`src/logic/timer_pkg.sv`:
```
// constants, register map and field layout of the three-channel timer
// assumes a 32-bit axi4-lite master and a single 100 MHz clock domain
package timer_pkg;
  localparam int NCH = 3;
  localparam int ADDR_W = 8;
  localparam int CNT_W = 16;
  localparam int PRE_W = 10;
  // ------------------------------------------------------------
  // register map (byte addresses)
  // ------------------------------------------------------------
  localparam logic [5:0] OFF_CMD = 6'h00;
  localparam logic [5:0] OFF_MODE = 6'h04;
  localparam logic [5:0] OFF_CV = 6'h10;
  localparam logic [5:0] OFF_RA = 6'h14;
  localparam logic [5:0] OFF_RB = 6'h18;
  localparam logic [5:0] OFF_RC = 6'h1C;
  localparam logic [7:0] BLK_CMD = 8'hC0;
  localparam logic [7:0] BLK_ROUTE = 8'hC4;
  localparam logic [31:0] MODE_RST = 32'h0000_0000;
  localparam logic [31:0] ROUTE_RST = 32'h0000_0000;
  localparam logic [15:0] CNT_RST = 16'h0000;
  localparam logic [1:0] RESP_OKAY = 2'h0;
  localparam logic [1:0] RESP_SLVERR = 2'h2;
  // ------------------------------------------------------------
  // field positions
  // ------------------------------------------------------------
  localparam int SYNC_BIT = 0;
  localparam int CMD_ON = 0;
  localparam int CMD_OFF = 1;
  localparam int CMD_TRIG = 2;
  localparam int CLKSEL_LO = 0;
  localparam int INV_BIT = 3;
  localparam int GATE_LO = 4;
  localparam int STOP_BIT = 6;
  localparam int DIS_BIT = 7;
  localparam int EDGE_LO = 8;
  localparam int SRC_LO = 10;
  localparam int EVTRIG_BIT = 12;
  localparam int CTRG_BIT = 14;
  localparam int WAVE_BIT = 15;
  localparam int LDA_LO = 16;
  localparam int LDB_LO = 18;
  localparam int A_MA_LO = 16;
  localparam int A_MC_LO = 18;
  localparam int A_EV_LO = 20;
  localparam int A_SW_LO = 22;
  localparam int B_MB_LO = 24;
  localparam int B_MC_LO = 26;
  localparam int B_EV_LO = 28;
  localparam int B_SW_LO = 30;
  typedef struct packed {
    logic trig;
    logic off;
    logic on;
  } chan_cmd_t;
endpackage
```
`src/logic/timer_block.sv`:
```
// three-channel 16-bit timer: block routing, channel command and mode logic
// assumes an axi4-lite master on aclk; pins are asynchronous and synchronised here
`timescale 1ns/1ns
`default_nettype none
module timer_block (
  // clock, reset, enable
  input wire logic aclk,
  input wire logic aresetn,
  input wire logic ce,
  // axi4-lite write
  input wire logic [timer_pkg::ADDR_W-1:0] s_axi_awaddr,
  input wire logic s_axi_awvalid,
  output logic s_axi_awready,
  input wire logic [31:0] s_axi_wdata,
  input wire logic [3:0] s_axi_wstrb,
  input wire logic s_axi_wvalid,
  output logic s_axi_wready,
  output logic [1:0] s_axi_bresp,
  output logic s_axi_bvalid,
  input wire logic s_axi_bready,
  // axi4-lite read
  input wire logic [timer_pkg::ADDR_W-1:0] s_axi_araddr,
  input wire logic s_axi_arvalid,
  output logic s_axi_arready,
  output logic [31:0] s_axi_rdata,
  output logic [1:0] s_axi_rresp,
  output logic s_axi_rvalid,
  input wire logic s_axi_rready,
  // pins
  input wire logic [timer_pkg::NCH-1:0] ext_clock_input,
  input wire logic [timer_pkg::NCH-1:0] chan_line_a_in,
  output logic [timer_pkg::NCH-1:0] chan_line_a_out,
  output logic [timer_pkg::NCH-1:0] chan_line_a_oe,
  input wire logic [timer_pkg::NCH-1:0] chan_line_b_in,
  output logic [timer_pkg::NCH-1:0] chan_line_b_out,
  output logic [timer_pkg::NCH-1:0] chan_line_b_oe
);
  import timer_pkg::*;

  function automatic logic edge_hit(input logic [1:0] sel, input logic rise,
                                    input logic fall);
    edge_hit = (sel[0] & rise) | (sel[1] & fall);
  endfunction

  function automatic logic apply_fx(input logic cur, input logic [1:0] fx);
    case (fx)
      2'h1: apply_fx = 1'b1;
      2'h2: apply_fx = 1'b0;
      2'h3: apply_fx = ~cur;
      default: apply_fx = cur;
    endcase
  endfunction

  function automatic logic [31:0] merge(input logic [31:0] old,
                                        input logic [31:0] nw, input logic [3:0] st);
    for (int k = 0; k < 4; k++)
      merge[8*k +: 8] = st[k] ? nw[8*k +: 8] : old[8*k +: 8];
  endfunction

  function automatic logic mapped(input logic [ADDR_W-1:0] a);
    if (a == BLK_CMD || a == BLK_ROUTE)
      mapped = 1'b1;
    else if (a[7:6] < 2'(NCH))
      mapped = a[5:0] == OFF_CMD || a[5:0] == OFF_MODE || a[5:0] == OFF_CV
        || a[5:0] == OFF_RA || a[5:0] == OFF_RB || a[5:0] == OFF_RC;
    else
      mapped = 1'b0;
  endfunction

  // ------------------------------------------------------------
  // axi4-lite write side
  // ------------------------------------------------------------
  logic aw_have;
  logic w_have;
  logic [ADDR_W-1:0] waddr;
  logic [31:0] wdata;
  logic [3:0] wstrb;
  logic wr_go;
  assign wr_go = aw_have & w_have & ~s_axi_bvalid;

  always_ff @(posedge aclk)
  begin
    if (!aresetn) begin
      aw_have <= 1'b0;
      s_axi_awready <= 1'b0;
      waddr <= '0;
    end else if (ce) begin
      if (s_axi_awvalid && s_axi_awready) begin
        aw_have <= 1'b1;
        s_axi_awready <= 1'b0;
        waddr <= s_axi_awaddr;
      end else if (wr_go) begin
        aw_have <= 1'b0;
        s_axi_awready <= 1'b1;
      end else if (!aw_have) begin
        s_axi_awready <= 1'b1;
      end
    end
  end

  always_ff @(posedge aclk)
  begin
    if (!aresetn) begin
      w_have <= 1'b0;
      s_axi_wready <= 1'b0;
      wdata <= 32'h0000_0000;
      wstrb <= 4'h0;
    end else if (ce) begin
      if (s_axi_wvalid && s_axi_wready) begin
        w_have <= 1'b1;
        s_axi_wready <= 1'b0;
        wdata <= s_axi_wdata;
        wstrb <= s_axi_wstrb;
      end else if (wr_go) begin
        w_have <= 1'b0;
        s_axi_wready <= 1'b1;
      end else if (!w_have) begin
        s_axi_wready <= 1'b1;
      end
    end
  end

  always_ff @(posedge aclk)
  begin
    if (!aresetn) begin
      s_axi_bvalid <= 1'b0;
      s_axi_bresp <= RESP_OKAY;
    end else if (ce) begin
      if (wr_go) begin
        s_axi_bvalid <= 1'b1;
        s_axi_bresp <= mapped(waddr) ? RESP_OKAY : RESP_SLVERR;
      end else if (s_axi_bready) begin
        s_axi_bvalid <= 1'b0;
      end
    end
  end

  // ------------------------------------------------------------
  // block registers and pin synchronisers
  // ------------------------------------------------------------
  logic [31:0] route;
  logic sync_pulse;
  logic [3*NCH-1:0] pin_s1;
  logic [3*NCH-1:0] pin_s2;
  logic [3*NCH-1:0] pin_d;
  logic [PRE_W-1:0] pre;
  logic [NCH-1:0] net;
  logic [NCH-1:0] a_lvl;

  // written value is never stored, so it cannot be read back
  assign sync_pulse = wr_go & (waddr == BLK_CMD) & wstrb[0] & wdata[SYNC_BIT];

  always_ff @(posedge aclk)
  begin
    if (!aresetn)
      route <= ROUTE_RST;
    else if (ce && wr_go && waddr == BLK_ROUTE)
      route <= merge(route, wdata, wstrb);
  end

  always_ff @(posedge aclk)
  begin
    if (!aresetn) begin
      pin_s1 <= '0;
      pin_s2 <= '0;
      pin_d <= '0;
      pre <= '0;
    end else if (ce) begin
      pin_s1 <= {chan_line_b_in, chan_line_a_in, ext_clock_input};
      pin_s2 <= pin_s1;
      pin_d <= pin_s2;
      pre <= pre + 1'b1;
    end
  end

  // ------------------------------------------------------------
  // channels
  // ------------------------------------------------------------
  logic [31:0] mode_v [NCH];
  logic [CNT_W-1:0] cnt_v [NCH];
  logic [CNT_W-1:0] ra_v [NCH];
  logic [CNT_W-1:0] rb_v [NCH];
  logic [CNT_W-1:0] rc_v [NCH];

  for (genvar i = 0; i < NCH; i++)
  begin : g_ch
    localparam int LO = (i == 0) ? 1 : 0;
    localparam int HI = (i == 2) ? 1 : 2;
    logic [31:0] m;
    logic [CNT_W-1:0] cnt;
    logic [CNT_W-1:0] ra;
    logic [CNT_W-1:0] rb;
    logic [CNT_W-1:0] rc;
    logic ao, aoe, bo, boe;
    logic clk_on, stopped, clk_prev, moved, ev_prev;
    logic wave, wsel, sel_lvl, gate, clk_lvl, tick;
    logic a_rise, a_fall, b_rise, b_fall, s_rise, s_fall;
    logic ev_lvl, ev, ld_a, ld_b, ext_cap;
    logic sw, ext_trig, c_hit, a_hit, b_hit, trig_any, stop_evt, dis_evt;
    logic [1:0] fx_a, fx_b;
    chan_cmd_t cmd;

    // other channels' A level feeds the routing
    assign net[i] = (route[2*i +: 2] == 2'h0) ? pin_s2[i]
                  : (route[2*i +: 2] == 2'h1) ? 1'b0
                  : (route[2*i +: 2] == 2'h2) ? a_lvl[LO] : a_lvl[HI];
    assign a_lvl[i] = aoe ? ao : pin_s2[NCH+i];

    assign wsel = wr_go & (waddr[7:6] == 2'(i));
    assign cmd.on = wsel & (waddr[5:0] == OFF_CMD) & wstrb[0] & wdata[CMD_ON];
    assign cmd.off = wsel & (waddr[5:0] == OFF_CMD) & wstrb[0] & wdata[CMD_OFF];
    assign cmd.trig = wsel & (waddr[5:0] == OFF_CMD) & wstrb[0] & wdata[CMD_TRIG];

    assign wave = m[WAVE_BIT];
    always_comb
    begin
      case (m[CLKSEL_LO +: 3])
        3'h0: sel_lvl = pre[0];
        3'h1: sel_lvl = pre[2];
        3'h2: sel_lvl = pre[4];
        3'h3: sel_lvl = pre[6];
        3'h4: sel_lvl = pre[9];
        3'h5: sel_lvl = net[0];
        3'h6: sel_lvl = net[1];
        default: sel_lvl = net[2];
      endcase
    end
    assign gate = (m[GATE_LO +: 2] == 2'h0) ? 1'b1 : net[m[GATE_LO +: 2] - 2'h1];
    assign clk_lvl = (sel_lvl & gate) ^ m[INV_BIT];
    assign tick = clk_lvl & ~clk_prev & clk_on & ~stopped;

    assign a_rise = pin_s2[NCH+i] & ~pin_d[NCH+i];
    assign a_fall = ~pin_s2[NCH+i] & pin_d[NCH+i];
    assign b_rise = pin_s2[2*NCH+i] & ~pin_d[2*NCH+i];
    assign b_fall = ~pin_s2[2*NCH+i] & pin_d[2*NCH+i];
    assign s_rise = m[SRC_LO] ? a_rise : b_rise;
    assign s_fall = m[SRC_LO] ? a_fall : b_fall;
    assign ld_a = ~wave & edge_hit(m[LDA_LO +: 2], a_rise, a_fall);
    assign ld_b = ~wave & edge_hit(m[LDB_LO +: 2], a_rise, a_fall);
    assign ext_cap = ~wave & edge_hit(m[EDGE_LO +: 2], s_rise, s_fall);

    // event level from B line or a net
    assign ev_lvl = (m[SRC_LO +: 2] == 2'h0) ? pin_s2[2*NCH+i]
                  : net[m[SRC_LO +: 2] - 2'h1];
    assign ev = wave & edge_hit(m[EDGE_LO +: 2], ev_lvl & ~ev_prev, ~ev_lvl & ev_prev);

    // compares fire once, in the cycle after the counter stepped onto the value
    assign c_hit = moved & (cnt == rc);
    assign a_hit = wave & moved & (cnt == ra);
    assign b_hit = wave & moved & (cnt == rb);

    assign sw = cmd.trig | sync_pulse;
    assign ext_trig = ext_cap | (ev & m[EVTRIG_BIT]);
    assign trig_any = sw | ext_trig | (c_hit & m[CTRG_BIT]);
    assign stop_evt = m[STOP_BIT] & (wave ? c_hit : ld_b);
    assign dis_evt = m[DIS_BIT] & (wave ? c_hit : ld_b);

    always_ff @(posedge aclk)
    begin
      if (!aresetn)
        m <= MODE_RST;
      else if (ce && wsel && waddr[5:0] == OFF_MODE)
        m <= merge(m, wdata, wstrb);
    end

    always_ff @(posedge aclk)
    begin
      if (!aresetn) begin
        cnt <= CNT_RST;
        clk_prev <= 1'b0;
        moved <= 1'b0;
        ev_prev <= 1'b0;
      end else if (ce) begin
        clk_prev <= clk_lvl;
        ev_prev <= ev_lvl;
        moved <= tick & ~trig_any;
        if (trig_any)
          cnt <= CNT_RST;
        else if (tick)
          cnt <= cnt + 1'b1;
      end
    end

    always_ff @(posedge aclk)
    begin
      if (!aresetn) begin
        clk_on <= 1'b0;
        stopped <= 1'b0;
      end else if (ce) begin
        if (cmd.off || dis_evt)
          clk_on <= 1'b0;
        else if (cmd.on)
          clk_on <= 1'b1;
        if (trig_any)
          stopped <= 1'b0;
        else if (stop_evt)
          stopped <= 1'b1;
      end
    end

    // capture loads RA and RB in capture mode; software may write those only in waveform mode, RC in any mode
    always_ff @(posedge aclk)
    begin
      if (!aresetn) begin
        ra <= CNT_RST;
        rb <= CNT_RST;
        rc <= CNT_RST;
      end else if (ce) begin
        if (ld_a)
          ra <= cnt;
        else if (wave && wsel && waddr[5:0] == OFF_RA)
          ra <= merge({16'h0000, ra}, wdata, wstrb) [CNT_W-1:0];
        if (ld_b)
          rb <= cnt;
        else if (wave && wsel && waddr[5:0] == OFF_RB)
          rb <= merge({16'h0000, rb}, wdata, wstrb) [CNT_W-1:0];
        if (wsel && waddr[5:0] == OFF_RC)
          rc <= merge({16'h0000, rc}, wdata, wstrb) [CNT_W-1:0];
      end
    end

    // highest-priority event present picks the effect
    assign fx_a = sw ? m[A_SW_LO +: 2] : ev ? m[A_EV_LO +: 2]
                : c_hit ? m[A_MC_LO +: 2] : a_hit ? m[A_MA_LO +: 2] : 2'h0;
    assign fx_b = sw ? m[B_SW_LO +: 2] : ev ? m[B_EV_LO +: 2]
                : c_hit ? m[B_MC_LO +: 2] : b_hit ? m[B_MB_LO +: 2] : 2'h0;

    always_ff @(posedge aclk)
    begin
      if (!aresetn) begin
        ao <= 1'b0;
        bo <= 1'b0;
        aoe <= 1'b0;
        boe <= 1'b0;
      end else if (ce) begin
        aoe <= wave;
        boe <= wave & (m[SRC_LO +: 2] != 2'h0);
        if (wave) begin
          ao <= apply_fx(ao, fx_a);
          bo <= apply_fx(bo, fx_b);
        end
      end
    end

    assign chan_line_a_out[i] = ao;
    assign chan_line_a_oe[i] = aoe;
    assign chan_line_b_out[i] = bo;
    assign chan_line_b_oe[i] = boe;
    assign mode_v[i] = m;
    assign cnt_v[i] = cnt;
    assign ra_v[i] = ra;
    assign rb_v[i] = rb;
    assign rc_v[i] = rc;
  end

  // ------------------------------------------------------------
  // axi4-lite read side
  // ------------------------------------------------------------
  logic [31:0] rd_val;
  logic [1:0] rch;
  logic [5:0] roff;
  assign rch = s_axi_araddr[7:6];
  assign roff = s_axi_araddr[5:0];

  always_comb
  begin
    rd_val = 32'h0000_0000;
    if (s_axi_araddr == BLK_ROUTE)
      rd_val = route;
    else if (rch < 2'(NCH)) begin
      if (roff == OFF_MODE)
        rd_val = mode_v[rch];
      else if (roff == OFF_CV)
        rd_val = {16'h0000, cnt_v[rch]};
      else if (roff == OFF_RA)
        rd_val = {16'h0000, ra_v[rch]};
      else if (roff == OFF_RB)
        rd_val = {16'h0000, rb_v[rch]};
      else if (roff == OFF_RC)
        rd_val = {16'h0000, rc_v[rch]};
    end
  end

  always_ff @(posedge aclk)
  begin
    if (!aresetn) begin
      s_axi_arready <= 1'b0;
      s_axi_rvalid <= 1'b0;
      s_axi_rdata <= 32'h0000_0000;
      s_axi_rresp <= RESP_OKAY;
    end else if (ce) begin
      if (s_axi_arvalid && s_axi_arready) begin
        s_axi_arready <= 1'b0;
        s_axi_rvalid <= 1'b1;
        s_axi_rdata <= rd_val;
        s_axi_rresp <= mapped(s_axi_araddr) ? RESP_OKAY : RESP_SLVERR;
      end else if (s_axi_rvalid && s_axi_rready) begin
        s_axi_rvalid <= 1'b0;
        s_axi_arready <= 1'b1;
      end else if (!s_axi_rvalid) begin
        s_axi_arready <= 1'b1;
      end
    end
  end
endmodule
`default_nettype wire

```
`config.mk`:
```
export PLATFORM = sky130hd
export DESIGN_NAME = timer_block
export DESIGN_NICKNAME = d
export VERILOG_FILES = /design/src/logic/timer_pkg.sv /design/src/logic/timer_block.sv
export SDC_FILE = /design/constraint.sdc
export NUM_CORES = 1
export LEC_CHECK = 0
export ABC_CLOCK_PERIOD_IN_PS = 7000
export BUFFER_PORTS_ARGS = -buffer_cell sky130_fd_sc_hd__buf_2
export CAP_MARGIN = 20
export CORE_ASPECT_RATIO = 1.4
export CORE_UTILIZATION = 45
export CTS_CLUSTER_DIAMETER = 80
export CTS_CLUSTER_SIZE = 28
export DETAILED_ROUTE_END_ITERATION = 7
export PLACE_DENSITY = 0.61
export SYNTH_ARGS = -nofsm -noshare
export SYNTH_HDL_FRONTEND = slang
export SYNTH_SLANG_ARGS = --single-unit
```
`constraint.sdc`:
```
create_clock -name aclk -period 7 [get_ports aclk]
set_input_delay 0.7 -clock aclk [delete_from_list [all_inputs] [get_ports aclk]]
set_output_delay 0.7 -clock aclk [all_outputs]
set_load 0.02 [all_outputs]
```
; Word level (Yosys, flattened, before mapping)
; Cells that the tools add are included.
[classes]
add_sub_neg = 10
magnitude_cmp = 9
eq_ne = 70
mux = 154
bitwise_logic = 184
reduce_logical = 154
[ops]
columns = op, n
row1 = $mux 16, 30
row2 = $mux 32, 5
row3 = $eq 16x16->1, 9
row4 = $bmux 16 s2, 4
row5 = $and 1x1->1, 119
row6 = $reduce_and 2->1, 36
row7 = $reduce_and 3->1, 24
row8 = $mux 1, 71
row9 = $reduce_bool 2->1, 34
row10 = $bmux 32 s2, 1
row11 = $mux 2, 26
row12 = $add 16x1->16 const B, 3
row13 = $eq 6x5->1 const B, 8
row14 = $not 1->1, 37
row15 = $eq 2x2->1 const B, 16
row16 = $eq 8x8->1 const B, 4
row17 = $eq 3x3->1 const B, 9
row18 = $logic_and 1x1->1, 24
row19 = $or 1x1->1, 24
row20 = $pmux 1 s7, 3
row21 = $eq 2x1->1 const B, 10
row22 = $logic_not 2->1, 10
row23 = $eq 3x2->1 const B, 6
row24 = $lt 2x3->1 const B, 6
row25 = other kinds (16), 62
[totals]
reg_bits = 471
in_bits = 69
output_inout_bits = 53
wordCells = 662

; Longest topological paths before layout
[logic_depth]
depth_word = 18
depth_mapped = 11
ltp_nobuf = 10

; Worst setup path after synthesis
; No wires, ideal clock.
[synth_timing]
path_kind = input -> register
start = in s_axi_araddr[6] (netlist name)
end = reg s_axi_rdata[11]
setup_ns = 0.132
arrival_time_ns = 2.655
required_ns = 6.868
path_slack_ns = 4.213
cell_stages = 9
path_buffers = 3
cell_sequence = clkbuf_1 > buf_1 > buf_1 > mux2i_1 > nor2_1 > a21oi_1 > o22ai_1 > a211oi_1 > a21oi_1
[synth_between]
elab_chain_cells = 11
word_cells_on_any_way = 25
classes_between = order compare: 1 / eq/ne: 1 / mux: 22 / bitwise: 1
[synth_lines]
columns = item, line
row1 = start: declaration, timer_block.sv:22  ; input wire logic [timer_pkg::ADDR_W-1:0] s_axi_araddr,
row2 = $not 2->3 (not written as such), n/a
row3 = $bmux 16 s2, timer_block.sv:380  ; rd_val = {16'h0000, rc_v[rch]};
row4 = $mux 16 (not written as such) (2 in series), timer_block.sv:380
row5 = $mux 16, timer_block.sv:379  ; else if (roff == OFF_RC)
row6 = $mux 16, timer_block.sv:377  ; else if (roff == OFF_RB)
row7 = $mux 16, timer_block.sv:375  ; else if (roff == OFF_RA)
row8 = $mux 16, timer_block.sv:373  ; else if (roff == OFF_CV)
row9 = $mux 32, timer_block.sv:371  ; if (roff == OFF_MODE)
row10 = $mux 32, timer_block.sv:370  ; else if (rch < 2'(NCH)) begin
row11 = $mux 32 *, timer_block.sv:368  ; if (s_axi_araddr == BLK_ROUTE)
row12 = end signal: assignment, timer_block.sv:395  ; s_axi_rdata <= rd_val;
row13 = end: declaration, timer_block.sv:25  ; output logic [31:0] s_axi_rdata,
; Mark *: on every way between the ends. The rest lies on a longest branch, timed or not. The select of a mux whose other input is x is not followed.
; A chain may end at the register's enable or synchronous reset.

; Worst setup path in the final report
[layout_timing]
start = reg g_ch[2].ao
end = reg g_ch[2].cnt[11]
[layout_between]
elab_chain_cells = 18
word_cells_on_any_way = 33
classes_between = mux: 15 / bitwise: 16 / reduce/logical: 2
[layout_lines]
columns = item, line
row1 = start: declaration, timer_block.sv:194  ; logic ao, aoe, bo, boe;
row2 = start signal: assignment, timer_block.sv:339  ; ao <= apply_fx(ao, fx_a);
row3 = $mux 1 *, timer_block.sv:207  ; assign a_lvl[i] = aoe ? ao : pin_s2[NCH+i];
row4 = $mux 1, timer_block.sv:206  ; : (route[2*i +: 2] == 2'h2) ? a_lvl[LO] : a_lvl[HI];
row5 = $mux 1, timer_block.sv:205  ; : (route[2*i +: 2] == 2'h1) ? 1'b0
row6 = $mux 1, timer_block.sv:204  ; assign net[i] = (route[2*i +: 2] == 2'h0) ? pin_s2[i]
row7 = $bmux 1 s2, timer_block.sv:244  ; : net[m[SRC_LO +: 2] - 2'h1];
row8 = $mux 1 (not written as such), timer_block.sv:244
row9 = $mux 1, timer_block.sv:243  ; assign ev_lvl = (m[SRC_LO +: 2] == 2'h0) ? pin_s2[2*NCH+i]
row10 = $not 1->1, timer_block.sv:245  ; assign ev = wave & edge_hit(m[EDGE_LO +: 2], ev_lvl & ~ev_prev, ~ev_lvl & ev_prev);
row11 = $and 1x1->1, timer_block.sv:245
row12 = $and 1x1->1, timer_block.sv:42  ; edge_hit = (sel[0] & rise) | (sel[1] & fall);
row13 = $or 1x1->1, timer_block.sv:42
row14 = $and 1x1->1, timer_block.sv:245
row15 = $and 1x1->1, timer_block.sv:253  ; assign ext_trig = ext_cap | (ev & m[EVTRIG_BIT]);
row16 = $or 1x1->1, timer_block.sv:253
row17 = $or 1x1->1 (2 in series), timer_block.sv:254  ; assign trig_any = sw | ext_trig | (c_hit & m[CTRG_BIT]);
row18 = $reduce_bool 2->1 (no source line), n/a
row19 = $reduce_and 2->1 (no source line), n/a
row20 = end signal: assignment, timer_block.sv:280  ; cnt <= cnt + 1'b1;
row21 = end: declaration, timer_block.sv:190  ; logic [CNT_W-1:0] cnt;
; Marks and branches as above.

==> results.toml <==
[critical_path]
path_buf_inv = 1
reg2reg_slack_ns = 2.99
regToRegStartpoint = "g_ch[2].ao"
cp-start-kind = "flop"
slowest_stage = "a222oi_1"
max_stage_delay_ns = 1.03
reg2reg_to = "g_ch[2].cnt[11]"
required_ns = 7.52
critical_path_class = "flop to flop"
arrival_ns = 4.53
path_max_fanout = 28
crit_start = "g_ch[2].ao"
worstPathCellList = "mux2i_1, a222oi_1, a22oi_1, a311oi_1, o21ai_1, mux2i_2, buf_4, nand4b_1, a31oi_1"
critPathCaptureType = "flop"
critical_path.top_delay_family = "compound AO/OA/AOI/OAI gates"
rr_worst_depth = 9

[hold_path]
worstHoldStart = "s_axi_wdata[21]"
min_to = "wdata[21]"
min_path_type = "primary input to flop"
hold_depth = 3

[sta]
setup_viol = 0
fin_hold_ws_ns = 0.3144
period_share = 0.5723
tightestPinTransition_ns = 1.189
finClkSkew_ns = 0.02260
fmax_mhz = 249.6
drv_slew = 0
rsz0062_at_grt = "no"
tns_ns = 0
final_hold_viol_count = 0
slew_headroom = 0.2075
period_needed_ns = 4.006

[clock_tree]
cts_buffers = 25
clkTransAtPathRegs_ns = 0.11
root_buffer = "clkbuf_16"
clock-sinks = 466
clkLatencyLatePin_ns = 0.62
clk_path_buf_depth = 3
hold_buffers = 0
cts_tree = "yes"
ctsResizeCount = 0
cts_setup_buffers = 0
cts_max_level = 1

[detailed_routing]
ant_nets = 0
vias = 22635
route.detailed.wl_per_inst_um = 25.74
drt_first_iter_violations = 1857
routed_wl_um = 94980
viasPerCell = 6.134
firstDrtPassIters = 5
drc = 0

[place]
dp_hpwl_um = 69090
io_buffers = 119
gp_routability_congestion = 1.004
dpl_cell_area_um2 = 25400

[synth]
ys_seq_elements = 466
synth.area.top_cells = "dfxtp_1, mux2i_1, nand2_1"
async_reset_ff_frac = 0
synth_ff_type = "dfxtp_1"
synth_seq_area_share = 0.3811
yosys.area.top_type_share = 0.3811
synth_edf_count = 0
synth.largest_area_cell = "dfxtp_1"
yosys-top-cells-count = "dfxtp_1, nand2_1, nor2_1"
synth_area_um2 = 24480
synth_most_common_cell = "dfxtp_1"
synth_cell_types = 73
synthCells = 3024
yosys_warnings = 0
syn_avg_cell_area_um2 = 8.094

[global_route]
grt_pass1_vias = 21320
antenna_found_initial = 2
grt_use_met3 = 0.04666
gr-max-usage-layer = "met2"
track_usage = 0.3402
grt_pass1_wl_um = 140000
grt_use_met2 = 0.5587
grt_util_met1 = 0.4061
overflow = 0
grt_max_degree = 206

[finish]
nNetsFinal = 3041
register_area_um2 = 9329
multi_input_comb_area_um2 = 13940
areaGrowthSynthToFinish_pct = 7.162
drive_above_1_share = 0.08975
fillers = 5251
fin_area_um2 = 26230

[run_status]
outcome = "completed"

[floorplan]
fp-row-count = 100
core_um2 = 53430
die_y_um = 277.9
die-area_um2 = 55340
start_util = 0.4581
die_width_um = 199.1
pin_count = 122

[pwr]
p_leak_nw = 9.127
p_per_area_nw_per_um2 = 180.2
vdd_drop_max_mv = 0.1861

[job]
cap_violations = 0
==> flip-flops by register name (all words and copies together) (netlist names), 8 cells and up <==
signal and cells:
wdata 32, pin_s2 9, g_ch.rb 48, g_ch.ra 48, g_ch.m 96, waddr 8, pin_s1 9, route 32
g_ch.rc 48, g_ch.cnt 48, s_axi_rdata 32, pre 10
==> final cells by class <==
type | count | share of cell area
clock inverter | 15 | 0.007060
clock buffer | 25 | 0.02385
multi-input combinational | 2238 | 0.5314
inverter | 62 | 0.009159
tap | 714 | 0.03406
timing repair buffer | 169 | 0.03869
sequential | 466 | 0.3557
antenna | 1 | 0.00009541
==> worst max path at each step <==
| stage | endpoint | slack, ns | cells after the start |
|---|---|---|---|
| 2_1_floorplan | s_axi_rdata[11] | 4.21 | 9 |
| 3_3_place_gp | g_ch[0].cnt[4] | 3.19 | 8 |
| 3_5_place_dp | g_ch[0].cnt[7] | 3.06 | 8 |
| 4_1_cts | g_ch[0].cnt[12] | 3.06 | 8 |
| 5_1_grt | g_ch[0].cnt[7] | 2.78 | 8 |
| 6_report | g_ch[2].cnt[11] | 2.99 | 9 |
==> power breakdown <==
group | total, mW | internal [mW] | switching [mW]
clock network | 1.75 | 0.705 | 1.04
logic | 0.260 | 0.0791 | 0.180
registers | 2.72 | 2.67 | 0.0421
==> cells by family (layout without fill, tap and decap cells) <==
family          Yosys count  in the layout  synth area share
simple gates           1087           1087            0.1976
buf+inv                 321            271           0.05224
xor+xnor                162            162           0.05797
fa+ha+maj                10             10          0.005112
mux                     287            287            0.1270
compound gates          690            690            0.1788
other cells               1              3         0.0001532
flops                   466            466            0.3811
==> per-layer routing <==
layer  routed length [um]  share of wire  vias up
met5                   23        0.00024        -
met4                 7526          0.079        4
met3                 6001          0.063      287
met2                45020           0.47      965
met1                36410           0.38    10836
li1                     -              -    10543
==> placed cells by master, fill, tap and decap left out, types with 18 or more instances in the layout <==
cell and n:
nand3_1 141, nand4_1 32, xor2_1 123, mux4_2 18, buf_4 46, nor2_1 319, buf_2 117, xnor2_1 39
nand2_1 402, a21oi_1 262, a22oi_1 33, inv_1 61, o22ai_1 28, nand3b_1 20, a211oi_1 135, a22o_1 26
nor4_1 33, mux2i_1 263, a31oi_1 35, and3_1 23, o21ai_0 91, clkbuf_16 25, nor3_1 25, dfxtp_1 466
==> worst min-delay path, stage by stage <==
cell     delay (ns)
buf_2          0.10
nand2_1        0.04
a21oi_1        0.05
==> stage by stage <==
stage                 util  setup WS [ns]  power, mW  cells
finish              0.4909          2.994      4.726   3690
global placement    0.4743          3.186      3.028   3642
floorplan                -          4.213      2.932   3025
detailed placement  0.4755          3.064      3.032   3647
CTS                 0.4907          3.060      4.749   3687
global route        0.4909          2.783      4.869   3689
(Power assumes the default switching activity.)
